--- src/design/vip_pkg.sv ---
// shared constants and types for the vectored interrupt prioritizer
`default_nettype none

package vip_pkg;

    // ----------------------------------------------------------------
    // address map
    // ----------------------------------------------------------------
    localparam logic [15:0] VIP_VEC_ADDR = 16'hFFF8;
    localparam int VIP_SUB_LSB = 1;
    localparam int VIP_SUB_MSB = 4;
    localparam int VIP_ROM_AW = 10;
    localparam logic [5:0] VIP_ROM8_SEL = 6'h3F;
    localparam int VIP_ROM8_SEL_LSB = 10;
    localparam int VIP_A13 = 13;
    localparam int VIP_A14 = 14;
    localparam int VIP_A15 = 15;

    // ----------------------------------------------------------------
    // request widths and codes
    // ----------------------------------------------------------------
    localparam int VIP_N8 = 8;
    localparam int VIP_N13 = 13;
    localparam int VIP_UPPER_USED = 5;
    localparam logic [3:0] VIP_CODE_NONE = 4'h0;
    localparam logic [3:0] VIP_CODE13_TOP = 4'hC;
    localparam logic [3:0] VIP_CODE8 [0:7] = '{4'hC, 4'hB, 4'hA, 4'h9, 4'h8, 4'h7, 4'h6, 4'h5};

    // ----------------------------------------------------------------
    // reset values
    // ----------------------------------------------------------------
    localparam logic [12:0] VIP_CAP_RST = 13'h0000;
    localparam logic VIP_FREEZE_RST = 1'b0;
    localparam logic VIP_IRQ_N_RST = 1'b1;

    typedef struct packed {
        logic ce;
        logic [9:0] addr;
    } vip_rom_bus_t;

endpackage : vip_pkg

`default_nettype wire

--- src/design/vip_prioritizer.sv ---
// interrupt capture, priority encoding and vector address substitution
`default_nettype none

module vip_prioritizer (
    input wire logic clk_in,
    input wire logic resetn_in,
    input wire logic mode13_in,
    input wire logic phi1_in,
    input wire logic phi2_in,
    input wire logic [15:0] addr_in,
    input wire logic [7:0] req_in,
    input wire logic [12:0] req13_n_in,
    output logic irq_n_out,
    output logic vec_detect_out,
    output logic freeze_out,
    output vip_pkg::vip_rom_bus_t rom_out
);
    import vip_pkg::*;

    // ----------------------------------------------------------------
    // eight-level table: 256 words of 4 bits
    // ----------------------------------------------------------------
    function automatic logic [3:0] lut8(input logic [7:0] idx);
        logic [3:0] code;
        code = VIP_CODE_NONE;
        for (int i = VIP_N8 - 1; i >= 0; i--) begin
            if (idx[i]) begin
                code = VIP_CODE8[i];
            end
        end
        return code;
    endfunction : lut8

    logic [3:0] code_rom [0:255];

    always_comb begin
        for (int k = 0; k < 256; k++) begin
            code_rom[k] = lut8(8'(k));
        end
    end

    // ----------------------------------------------------------------
    // phase edge detection
    // ----------------------------------------------------------------
    logic phi1_q_ff, phi2_q_ff;
    logic nxt_phi1_q, nxt_phi2_q;
    logic phi1_fall, phi2_fall, phi2_rise;

    always_comb begin
        nxt_phi1_q = phi1_in;
        nxt_phi2_q = phi2_in;
    end

    always_ff @(posedge clk_in) begin
        if (!resetn_in) begin
            phi1_q_ff <= 1'b0;
            phi2_q_ff <= 1'b0;
        end else begin
            phi1_q_ff <= nxt_phi1_q;
            phi2_q_ff <= nxt_phi2_q;
        end
    end

    assign phi1_fall = phi1_q_ff & ~phi1_in;
    assign phi2_fall = phi2_q_ff & ~phi2_in;
    assign phi2_rise = ~phi2_q_ff & phi2_in;

    // ----------------------------------------------------------------
    // address decode
    // ----------------------------------------------------------------
    logic detect;
    logic detect8, detect13;

    assign detect8 = (addr_in[15:1] == VIP_VEC_ADDR[15:1]);
    assign detect13 = ~addr_in[1] & ~addr_in[2] & addr_in[3] & addr_in[VIP_A13];
    assign detect = mode13_in ? detect13 : detect8;

    // ----------------------------------------------------------------
    // capture register and freeze flip-flop
    // ----------------------------------------------------------------
    logic [12:0] cap_ff, nxt_cap;
    logic freeze_ff, nxt_freeze;
    logic [12:0] sample;

    always_comb begin
        if (mode13_in) begin
            sample = ~req13_n_in;
        end else begin
            sample = {5'h00, req_in};
        end
    end

    always_comb begin
        nxt_cap = cap_ff;
        nxt_freeze = freeze_ff;
        if (phi2_fall && !freeze_ff && !detect) begin
            nxt_cap = sample;
        end
        if (phi1_fall) begin
            nxt_freeze = detect;
        end
    end

    always_ff @(posedge clk_in) begin
        if (!resetn_in) begin
            cap_ff <= VIP_CAP_RST;
            freeze_ff <= VIP_FREEZE_RST;
        end else begin
            cap_ff <= nxt_cap;
            freeze_ff <= nxt_freeze;
        end
    end

    // ----------------------------------------------------------------
    // thirteen-level cascade
    // ----------------------------------------------------------------
    logic [7:0] hi_d_n, lo_d_n;
    logic [2:0] hi_a_n, lo_a_n;
    logic hi_gs_n, lo_gs_n, hi_eo_n;
    logic [3:0] code13, code8, code;
    logic any13, any8, any_req;

    always_comb begin
        hi_d_n = 8'hFF;
        for (int i = 0; i < VIP_UPPER_USED; i++) begin
            hi_d_n[VIP_UPPER_USED - 1 - i] = ~cap_ff[i];
        end
        for (int i = 0; i < VIP_N8; i++) begin
            lo_d_n[i] = ~cap_ff[VIP_N13 - 1 - i];
        end
    end

    vip_prio_enc8 u_hi (
        .ei_n_in(1'b0),
        .d_n_in(hi_d_n),
        .a_n_out(hi_a_n),
        .gs_n_out(hi_gs_n),
        .eo_n_out(hi_eo_n)
    );

    vip_prio_enc8 u_lo (
        .ei_n_in(hi_eo_n),
        .d_n_in(lo_d_n),
        .a_n_out(lo_a_n),
        .gs_n_out(lo_gs_n),
        .eo_n_out()
    );

    assign code13 = {hi_eo_n, ~(hi_a_n & lo_a_n)};
    assign any13 = ~(hi_gs_n & lo_gs_n);
    assign code8 = code_rom[cap_ff[7:0]];
    assign any8 = |cap_ff[7:0];
    assign code = mode13_in ? code13 : code8;
    assign any_req = mode13_in ? any13 : any8;

    // ----------------------------------------------------------------
    // interrupt request, updated on phase-two rise
    // ----------------------------------------------------------------
    logic irq_n_ff, nxt_irq_n;

    always_comb begin
        nxt_irq_n = irq_n_ff;
        if (phi2_rise) begin
            nxt_irq_n = ~any_req;
        end
    end

    always_ff @(posedge clk_in) begin
        if (!resetn_in) begin
            irq_n_ff <= VIP_IRQ_N_RST;
        end else begin
            irq_n_ff <= nxt_irq_n;
        end
    end

    // ----------------------------------------------------------------
    // rom address selector and chip enable
    // ----------------------------------------------------------------
    always_comb begin
        rom_out.addr = addr_in[VIP_ROM_AW - 1:0];
        if (detect) begin
            rom_out.addr[VIP_SUB_MSB:VIP_SUB_LSB] = code;
        end
        if (mode13_in) begin
            rom_out.ce = addr_in[VIP_A15] & addr_in[VIP_A14];
        end else begin
            rom_out.ce = (addr_in[15:VIP_ROM8_SEL_LSB] == VIP_ROM8_SEL);
        end
    end

    assign irq_n_out = irq_n_ff;
    assign vec_detect_out = detect;
    assign freeze_out = freeze_ff;

    // ----------------------------------------------------------------
    // assertions
    // ----------------------------------------------------------------
    property p_subst;
        @(posedge clk_in) disable iff (!resetn_in)
        detect |-> rom_out.addr[4:1] == code;
    endproperty
    a_subst: assert property (p_subst) else $error("substituted code missing");

    property p_pass;
        @(posedge clk_in) disable iff (!resetn_in)
        !mode13_in && addr_in[15:1] != 15'h7FFC |-> !detect && rom_out.addr[4:1] == addr_in[4:1];
    endproperty
    a_pass: assert property (p_pass) else $error("address not passed through");

    property p_load;
        @(posedge clk_in) disable iff (!resetn_in)
        phi2_fall && !freeze_ff && !detect |=> cap_ff == $past(sample);
    endproperty
    a_load: assert property (p_load) else $error("capture did not reload");

    property p_freeze_set;
        @(posedge clk_in) disable iff (!resetn_in)
        phi1_fall && detect |=> freeze_ff ##0 $stable(cap_ff);
    endproperty
    a_freeze_set: assert property (p_freeze_set) else $error("freeze not raised");

    property p_freeze_clr;
        @(posedge clk_in) disable iff (!resetn_in)
        phi1_fall && !detect |=> !freeze_ff;
    endproperty
    a_freeze_clr: assert property (p_freeze_clr) else $error("freeze not dropped");

    property p_irq_rise;
        @(posedge clk_in) disable iff (!resetn_in)
        phi2_rise |=> irq_n_out == !$past(any_req);
    endproperty
    a_irq_rise: assert property (p_irq_rise) else $error("irq wrong after phase-two rise");

    property p_irq_hold;
        @(posedge clk_in) disable iff (!resetn_in)
        !phi2_rise |=> $stable(irq_n_out);
    endproperty
    a_irq_hold: assert property (p_irq_hold) else $error("irq moved off phase-two rise");

    property p_top8;
        @(posedge clk_in) disable iff (!resetn_in)
        !mode13_in && cap_ff[0] |-> code == 4'hC;
    endproperty
    a_top8: assert property (p_top8) else $error("request zero not highest");

    property p_low8;
        @(posedge clk_in) disable iff (!resetn_in)
        !mode13_in && cap_ff[7:0] == 8'h80 |-> code == 4'h5;
    endproperty
    a_low8: assert property (p_low8) else $error("lowest eight-level code wrong");

    property p_top13;
        @(posedge clk_in) disable iff (!resetn_in)
        mode13_in && any13 |-> code13 <= VIP_CODE13_TOP && code13[3] == |cap_ff[4:0];
    endproperty
    a_top13: assert property (p_top13) else $error("thirteen-level code out of range");

    property p_reset;
        @(posedge clk_in)
        !resetn_in |=> cap_ff == VIP_CAP_RST && !freeze_ff && irq_n_out;
    endproperty
    a_reset: assert property (p_reset) else $error("reset state wrong");

    property p_freeze_hold;
        @(posedge clk_in) disable iff (!resetn_in)
        freeze_ff |=> $stable(cap_ff);
    endproperty
    a_freeze_hold: assert property (p_freeze_hold) else $error("capture moved while frozen");

    property p_detect_hold;
        @(posedge clk_in) disable iff (!resetn_in)
        detect |=> $stable(cap_ff);
    endproperty
    a_detect_hold: assert property (p_detect_hold) else $error("capture moved during vector fetch");

    property p_det13;
        @(posedge clk_in) disable iff (!resetn_in)
        mode13_in && addr_in[15:1] == 15'h7FFC |-> detect;
    endproperty
    a_det13: assert property (p_det13) else $error("thirteen-level fetch not detected");

    property p_ce13;
        @(posedge clk_in) disable iff (!resetn_in)
        mode13_in && addr_in[15:14] == 2'h3 |-> rom_out.ce;
    endproperty
    a_ce13: assert property (p_ce13) else $error("thirteen-level rom not enabled");

    property p_req0_13;
        @(posedge clk_in) disable iff (!resetn_in)
        mode13_in && cap_ff[0] |-> code == 4'hC;
    endproperty
    a_req0_13: assert property (p_req0_13) else $error("thirteen-level request zero not highest");

    property p_low13;
        @(posedge clk_in) disable iff (!resetn_in)
        mode13_in && cap_ff == 13'h1000 |-> code == 4'h0;
    endproperty
    a_low13: assert property (p_low13) else $error("thirteen-level lowest code wrong");

    property p_irq13;
        @(posedge clk_in) disable iff (!resetn_in)
        mode13_in && phi2_rise && (|cap_ff) |=> !irq_n_out;
    endproperty
    a_irq13: assert property (p_irq13) else $error("thirteen-level irq not raised");

    property p_unused_hi;
        @(posedge clk_in) disable iff (!resetn_in)
        mode13_in |-> hi_d_n[7:5] == 3'h7;
    endproperty
    a_unused_hi: assert property (p_unused_hi) else $error("reserved upper encoder inputs driven");

endmodule : vip_prioritizer

`default_nettype wire

--- src/design/vip_prio_enc8.sv ---
// eight-input priority encoder, active-low, input seven highest
`default_nettype none

module vip_prio_enc8 (
    input wire logic ei_n_in,
    input wire logic [7:0] d_n_in,
    output logic [2:0] a_n_out,
    output logic gs_n_out,
    output logic eo_n_out
);
    import vip_pkg::*;

    always_comb begin
        a_n_out = 3'h7;
        gs_n_out = 1'b1;
        eo_n_out = 1'b1;
        if (!ei_n_in) begin
            // enable out low only when no input is active, to wake the next stage
            eo_n_out = ~(&d_n_in);
            gs_n_out = &d_n_in;
            for (int i = 0; i < 8; i++) begin
                if (!d_n_in[i]) begin
                    a_n_out = ~3'(i);
                end
            end
        end
    end

endmodule : vip_prio_enc8

`default_nettype wire

--- config.mk ---
export PLATFORM = sky130hd
export DESIGN_NAME = vip_prioritizer
export DESIGN_NICKNAME = d
export VERILOG_FILES = /design/src/design/vip_pkg.sv /design/src/design/vip_prioritizer.sv /design/src/design/vip_prio_enc8.sv
export SDC_FILE = /design/constraint.sdc
export NUM_CORES = 1
export LEC_CHECK = 0
export ABC_AREA = 1
export BUFFER_PORTS_ARGS = -buffer_cell sky130_fd_sc_hd__buf_2
export CAP_MARGIN = 20
export CORE_ASPECT_RATIO = 0.75
export CORE_MARGIN = 2
export CORE_UTILIZATION = 50
export DETAILED_ROUTE_END_ITERATION = 10
export GPL_TIMING_DRIVEN = 0
export PLACE_DENSITY = 0.95
export SLEW_MARGIN = 10
export SYNTH_ARGS = -nofsm -noshare
export SYNTH_HDL_FRONTEND = slang
export SYNTH_SLANG_ARGS = --single-unit
--- constraint.sdc ---
create_clock -name clk_in -period 3.3 [get_ports clk_in]
set_input_delay 0 -clock clk_in [delete_from_list [all_inputs] [get_ports clk_in]]
set_output_delay 0 -clock clk_in [all_outputs]
set_load 0.05 [all_outputs]
==> results of run 1 <==
[logic make-up after synthesis]
group	Yosys count	share of synthesized area, %
AO/OA/AOI/OAI	34	15.0
flip-flops	17	28.0
buffers and inverters	38	17.0
AND/OR/NAND/NOR	109	40.0
[stage by stage]
step                worst slack (ns)  area, sq um  cells
CTS                             1.67         1580    292
floorplan                       1.79         1210    198
global placement                2.02         1520    285
global route                    1.56         1580    292
finish                          1.67         1580    292
detailed placement              2.01         1520    285
[layer usage]
layer / vias to the layer above / share of wire (%) / track usage, %
li1: 746 / - / -
met1: 629 / 42 / 32.3
met2: 70 / 46 / 42.4
met3: 7 / 9.6 / 4.49
met4: 0 / 2.6 / 11.3
met5: - / 0 / 0
[power groups by stage]
stage	Clock (uW)	Combinational, uW	Sequential (uW)
detailed placement	0	169	232
global route	127	193	229
finish	115	172	228
floorplan	0	113	235
CTS	118	172	227
global placement	0	165	231
[critical path, delay by kind of cell, from the launching register on]
| kind | cells | cell delay, ns |
|---|---|---|
| flip-flops | 1 | 0.35 |
| buffers and inverters | 1 | 0.25 |
| AND/OR/NAND/NOR | 7 | 0.73 |
[registers in the layout (all words and copies together) (netlist names)]
register,flops
cap_ff,13
freeze_out,1
irq_n_out,1
phi1_q_ff,1
phi2_q_ff,1
[layout make-up]
| cell class | count | area (sq um) |
|---|---|---|
| Buffer | 15 | 120 |
| Clock buffer | 3 | 22.5 |
| Clock inverter | 1 | 5.00 |
| Fill cell | 217 | 728 |
| Inverter | 23 | 86.3 |
| Multi-Input combinational cell | 143 | 668 |
| Sequential cell | 17 | 340 |
| Tap cell | 34 | 42.5 |
| Timing Repair Buffer | 56 | 295 |
[path summary, 6_finish.rpt]
path | slack [ns] | end
setup / recovery | 1.67 | rom_out[2]
setup reg to reg | 2.07 | cap_ff[5]
hold / removal | 0.04 | cap_ff[11]
hold reg to reg | 0.50 | cap_ff[12]
[cell usage in the layout (no fill, tap or decap), types with 3 or more instances in the layout]
| cell type | synthesis | routed |
|---|---|---|
| dlygate4sd3_1 | 0 | 3 |
| nand2_1 | 47 | 47 |
| inv_1 | 22 | 22 |
| o21ai_0 | 12 | 12 |
| clkbuf_4 | 0 | 3 |
| a21oi_1 | 16 | 16 |
| buf_6 | 4 | 4 |
| or2_1 | 3 | 3 |
| buf_4 | 8 | 8 |
| dfxtp_1 | 17 | 17 |
| nand3_1 | 16 | 16 |
| buf_2 | 3 | 56 |
| nor2_1 | 31 | 31 |
[repair_timing]
| item | 4_1_cts | 5_1_grt |
|---|---|---|
| hold endpoints to repair | 8 | 0 |
| hold buffers | 3 | 0 |
| gates resized for setup | 0 | 0 |
==> flow_metrics.py, run 1 <==
metrics = {
    "pwr": {
        "total_power_uw": 514,
        "p_switching_uw": 184,
        "power_frac_comb_pct": 33.4,
        "power_frac_seq_pct": 44.2,
        "p_per_area_mw_per_mm2": 326,
        "ir_worst_vdd_mv": 0.152,
        "clkPwrFrac_pct": 22.3,
        "leakage_uw": 0.000835,
        "sw_frac_of_total_pct": 35.8,
        "intPower_uw": 330,
    },
    "routing": {
        "ant_nets": 0,
        "wl_um": 3130,
        "avgViaCountPerCell": 4.97,
        "firstDrtPassIters": 4,
        "first_iter_violations": 66,
        "vias": 1452,
        "wl_per_cell_um": 10.7,
        "drc": 0,
    },
    "yosys": {
        "synth_area_sq_mm": 0.00121,
        "async_flop_share_pct": 0,
        "synth-seq-cells": 17,
        "synth_area_per_cell_sq_um": 6.14,
        "syn_nets": 240,
        "synthCells": 198,
        "synthFlopType": "dfxtp_1",
        "yosysTopAreaCellShare_pct": 28.0,
        "synth_edf_count": 0,
        "synthMostInstantiatedCell": "nand2_1",
        "netlist-cell-type-count": 25,
        "synth_seq_area_share_pct": 28.0,
        "synth_top_cell_by_area": "dfxtp_1",
        "yosys-top-cells-area": "dfxtp_1 (28%), nand2_1 (15%), nor2_1 (9.6%)",
        "yosys_warnings": 0,
        "synth_commonest_cells": "nand2_1 (47), nor2_1 (31), inv_1 (22)",
    },
    "flow_run": {
        "drv_cap": 0,
    },
    "sta": {
        "final_hold_viol_count": 0,
        "final-setup-viol-count": 0,
        "rsz0062_at_grt": "no",
        "fin_crit_sh_pct": 49.3,
        "tns_ns": 0,
        "min_period_ns": 1.63,
        "max_freq_mhz": 614,
        "slew_headroom_pct": 75.4,
        "hold-worst-slack_ns": 0.0410,
        "skew_ns": 0.00572,
        "slew_viol_final": 0,
        "tightest_slew_ns": 0.368,
    },
    "worst_setup_path": {
        "crit_path_max_fanout": 4,
        "worstRegToRegCells": 5,
        "worstPathRequired_ns": 3.30,
        "crit_path_top_delay_cell": "dfxtp_1",
        "critical_path.startpoint_type": "flip-flop",
        "crit_type": "flip-flop to primary output",
        "crit_path_cell_trace": "nor2_1 -> nand4_1 -> nor2_1 -> nand2_1 -> nand3_1 -> nand2_1 -> nand2_1 -> buf_2",
        "cpPeakStageDelay_ns": 0.35,
        "cp.arrival_ns": 1.63,
        "reg2reg_from": "freeze_out",
        "cpMostUsedCell": "nand2_1",
        "cp-startpoint": "cap_ff[1]",
        "cp-end-kind": "primary output",
    },
    "die": {
        "die_area_sq_mm": 0.00284,
        "start_util_pct": 52.6,
        "core_area_sq_mm": 0.00231,
        "num_io_pins": 56,
        "rows": 15,
        "die_w_um": 60.9,
        "die_h_um": 46.7,
    },
    "finish": {
        "final_nets": 301,
        "antenna_cells": 0,
        "areaGrowthSynthToFinish_pct": 30.1,
        "finish.utilization_pct": 68.5,
        "drive_gt1_share_pct": 31.4,
    },
    "clocking": {
        "clk_latency_ns": 0.30,
        "cts_inserted_buffers": 3,
        "cts_setup_buffers": 0,
        "cts_tree": "yes",
        "htreeDepth": 1,
        "cts_sinks": 17,
        "path_clk_slew_ns": 0.10,
        "clock_path_buffers": 2,
        "root_buffer": "clkbuf_4",
    },
    "placement": {
        "io_buffers": 53,
        "gp_congestion": 0.843,
        "dp_hpwl_um": 2390,
    },
    "grt": {
        "antenna_found_initial": 0,
        "overflow": 0,
        "grt_pass1_vias": 1272,
        "grt_max_degree": 11,
        "grt_pass1_wl_um": 5290,
        "grt_util_all_layers_pct": 25.4,
    },
    "hold_path": {
        "hold_path_class": "primary input to flip-flop",
        "hold_path.startpoint": "req13_n_in[11]",
        "min_path_cells": 5,
    },
    "status": {
        "status": "finished, final reports clean",
    },
}
(Power assumes the default switching activity.)
==> run 2: changes to the inputs <==
--- a/config.mk
+++ b/config.mk
@@ -10,10 +10,10 @@
 export CAP_MARGIN = 20
 export CORE_ASPECT_RATIO = 0.75
 export CORE_MARGIN = 2
-export CORE_UTILIZATION = 50
+export CORE_UTILIZATION = 46
 export DETAILED_ROUTE_END_ITERATION = 10
 export GPL_TIMING_DRIVEN = 0
-export PLACE_DENSITY = 0.95
+export PLACE_DENSITY = 0.89
 export SLEW_MARGIN = 10
 export SYNTH_ARGS = -nofsm -noshare
 export SYNTH_HDL_FRONTEND = slang
==> constraint.sdc (replaced) <==
create_clock -name clk_in -period 1.6 [get_ports clk_in]
set_input_delay 0 -clock clk_in [delete_from_list [all_inputs] [get_ports clk_in]]
set_output_delay 0 -clock clk_in [all_outputs]
set_load 0.05 [all_outputs]
==> flow_metrics.py, run 2 (synthesis gave the netlist of run 1 again) <==
metrics = {
    "status": {
        "status": "finished, final reports clean",
    },
    "grt": {
        "overflow": 0,
        "grt_pass1_vias": 1238,
        "grt_pass1_wl_um": 5340,
        "antenna_found_initial": 0,
        "grt_max_degree": 11,
        "grt_util_all_layers_pct": 21.4,
    },
    "finish": {
        "areaGrowthSynthToFinish_pct": 32.5,
        "final_nets": 301,
        "antenna_cells": 0,
        "fillers": 272,
        "drive_gt1_share_pct": 34.1,
        "final_cell_mix": "buf_2 (53), nand2_1 (47), nor2_1 (28), inv_1 (21)",
        "top_register": "cap_ff",
        "layout_commonest_cell": "buf_2",
        "largest_register_ffs": 13,
        "seq_area_sq_um": 344,
        "multi_input_area_sq_um": 681,
    },
    "die": {
        "die_w_um": 63.3,
        "start_util_pct": 47.4,
        "num_io_pins": 56,
        "core_area_sq_mm": 0.00256,
        "die_area_sq_mm": 0.00307,
        "rows": 16,
        "die_h_um": 48.5,
    },
    "clocking": {
        "path_clk_slew_ns": 0.10,
        "clock_path_buffers": 2,
        "root_buffer": "clkbuf_4",
        "htreeDepth": 1,
        "clk_latency_ns": 0.30,
        "cts_inserted_buffers": 3,
        "cts_sinks": 17,
        "cts_tree": "yes",
    },
    "sta": {
        "final_hold_viol_count": 0,
        "fin_crit_sh_pct": 96.5,
        "max_freq_mhz": 648,
        "min_period_ns": 1.54,
        "tns_ns": 0,
        "skew_ns": 0.00322,
        "slew_headroom_pct": 75.3,
        "tightest_slew_ns": 0.370,
        "final-setup-viol-count": 0,
        "slew_viol_final": 0,
        "rsz0062_at_grt": "yes",
    },
    "worst_setup_path": {
        "worstPathRequired_ns": 1.60,
        "cpMostUsedCell": "nand2_1",
        "crit_path_cell_trace": "nor2_4 -> nand4_1 -> nor2_2 -> nand2_1 -> nand3_1 -> nand2_1 -> nand2_1 -> buf_6",
        "crit_path_max_fanout": 4,
        "critical_path.startpoint_type": "flip-flop",
        "cp.arrival_ns": 1.54,
        "cp-end-kind": "primary output",
        "crit_type": "flip-flop to primary output",
        "crit_path_top_delay_cell": "dfxtp_2",
        "cpPeakStageDelay_ns": 0.37,
    },
    "routing": {
        "wl_um": 3020,
        "first_iter_violations": 62,
        "ant_nets": 0,
        "wl_per_cell_um": 10.3,
        "avgViaCountPerCell": 4.83,
        "firstDrtPassIters": 4,
        "drc": 0,
        "vias": 1421,
    },
    "flow_run": {
        "drv_cap": 0,
    },
    "hold_path": {
        "hold_path_class": "primary input to flip-flop",
    },
    "pwr": {
        "leakage_uw": 0.000842,
        "ir_worst_vdd_mv": 0.430,
        "p_per_area_mw_per_mm2": 663,
        "total_power_uw": 1070,
    },
    "placement": {
        "gp_congestion": 0.837,
        "dp_hpwl_um": 2350,
        "io_buffers": 53,
    },
}
[run 2: changes by cell type in the layout (fill, tap and decap cells not counted)]
cell      previous run  this run
buf_2               56        53
buf_4                8         9
buf_6                4         5
clkbuf_4             3         4
dfxtp_1             17        14
dfxtp_2              0         3
inv_1               22        21
inv_2                1         2
nor2_1              31        28
nor2_2               0         2
nor2_4               0         1
[run 2: area by class of cell]
class | instances | share of cell area, %
Inverter | 23 | 5.36
Clock buffer | 3 | 1.40
Tap cell | 36 | 2.80
Multi-Input combinational cell | 143 | 42.3
Clock inverter | 1 | 0.311
Buffer | 15 | 7.46
Timing Repair Buffer | 56 | 19.0
Sequential cell | 17 | 21.4
[run 2: where the power goes]
| part | total, uW | switching (uW) | internal [uW] |
|---|---|---|---|
| logic | 360 | 214 | 146 |
| clock network | 235 | 141 | 93.4 |
| registers | 472 | 24.1 | 448 |
[run 2: worst paths after layout]
| path | startpoint | end | depth (start not counted) | slack (ns) |
|---|---|---|---|---|
| worst max register to register | freeze_out | cap_ff[5] | 5 | 0.37 |
| worst min register to register | irq_n_out | irq_n_out | 2 | 0.51 |
| worst max-delay path | cap_ff[1] | rom_out[2] | 8 | 0.06 |
| worst min-delay path | req13_n_in[11] | cap_ff[11] | 5 | 0.04 |
[run 2: layer usage]
layer / wire [um] / global-route usage [%] / share of wire, % / vias to the layer above
met5: 0 / 0 / 0 / -
met4: 47 / 8.70 / 1.6 / 0
met3: 166 / 2.33 / 5.5 / 4
met2: 1390 / 33.3 / 46 / 40
met1: 1420 / 30.2 / 47 / 632
li1: - / - / - / 745
[run 2: repair_timing]
item,CTS,global route
hold buffers,3,0
pin swaps,1,2
gates resized for setup,2,11
setup buffers,0,0
hold endpoints to repair,8,0
endpoints found under the setup margin,1,3
[run 2: critical path: cells and delay by family, from the launching register on]
kind | cells | cell delay, ns
flip-flops | 1 | 0.37
AND/OR/NAND/NOR | 7 | 0.71
buffers and inverters | 1 | 0.16
[run 2: per-stage QoR]
stage / worst slack (ns) / hold WS [ns] / instance area [sq um] / std cells / utilization [%]
after floorplan: 0.0949 / 0.0935 / 1210 / 198 / -
after CTS: 0.00297 / 0.0315 / 1590 / 294 / 62.0
after global placement: 0.312 / 0.196 / 1530 / 287 / 59.5
after detailed placement: 0.264 / 0.201 / 1530 / 287 / 59.5
after global routing: -0.0411 / 0.0655 / 1610 / 294 / 62.8
final: 0.0567 / 0.0378 / 1610 / 294 / 62.8
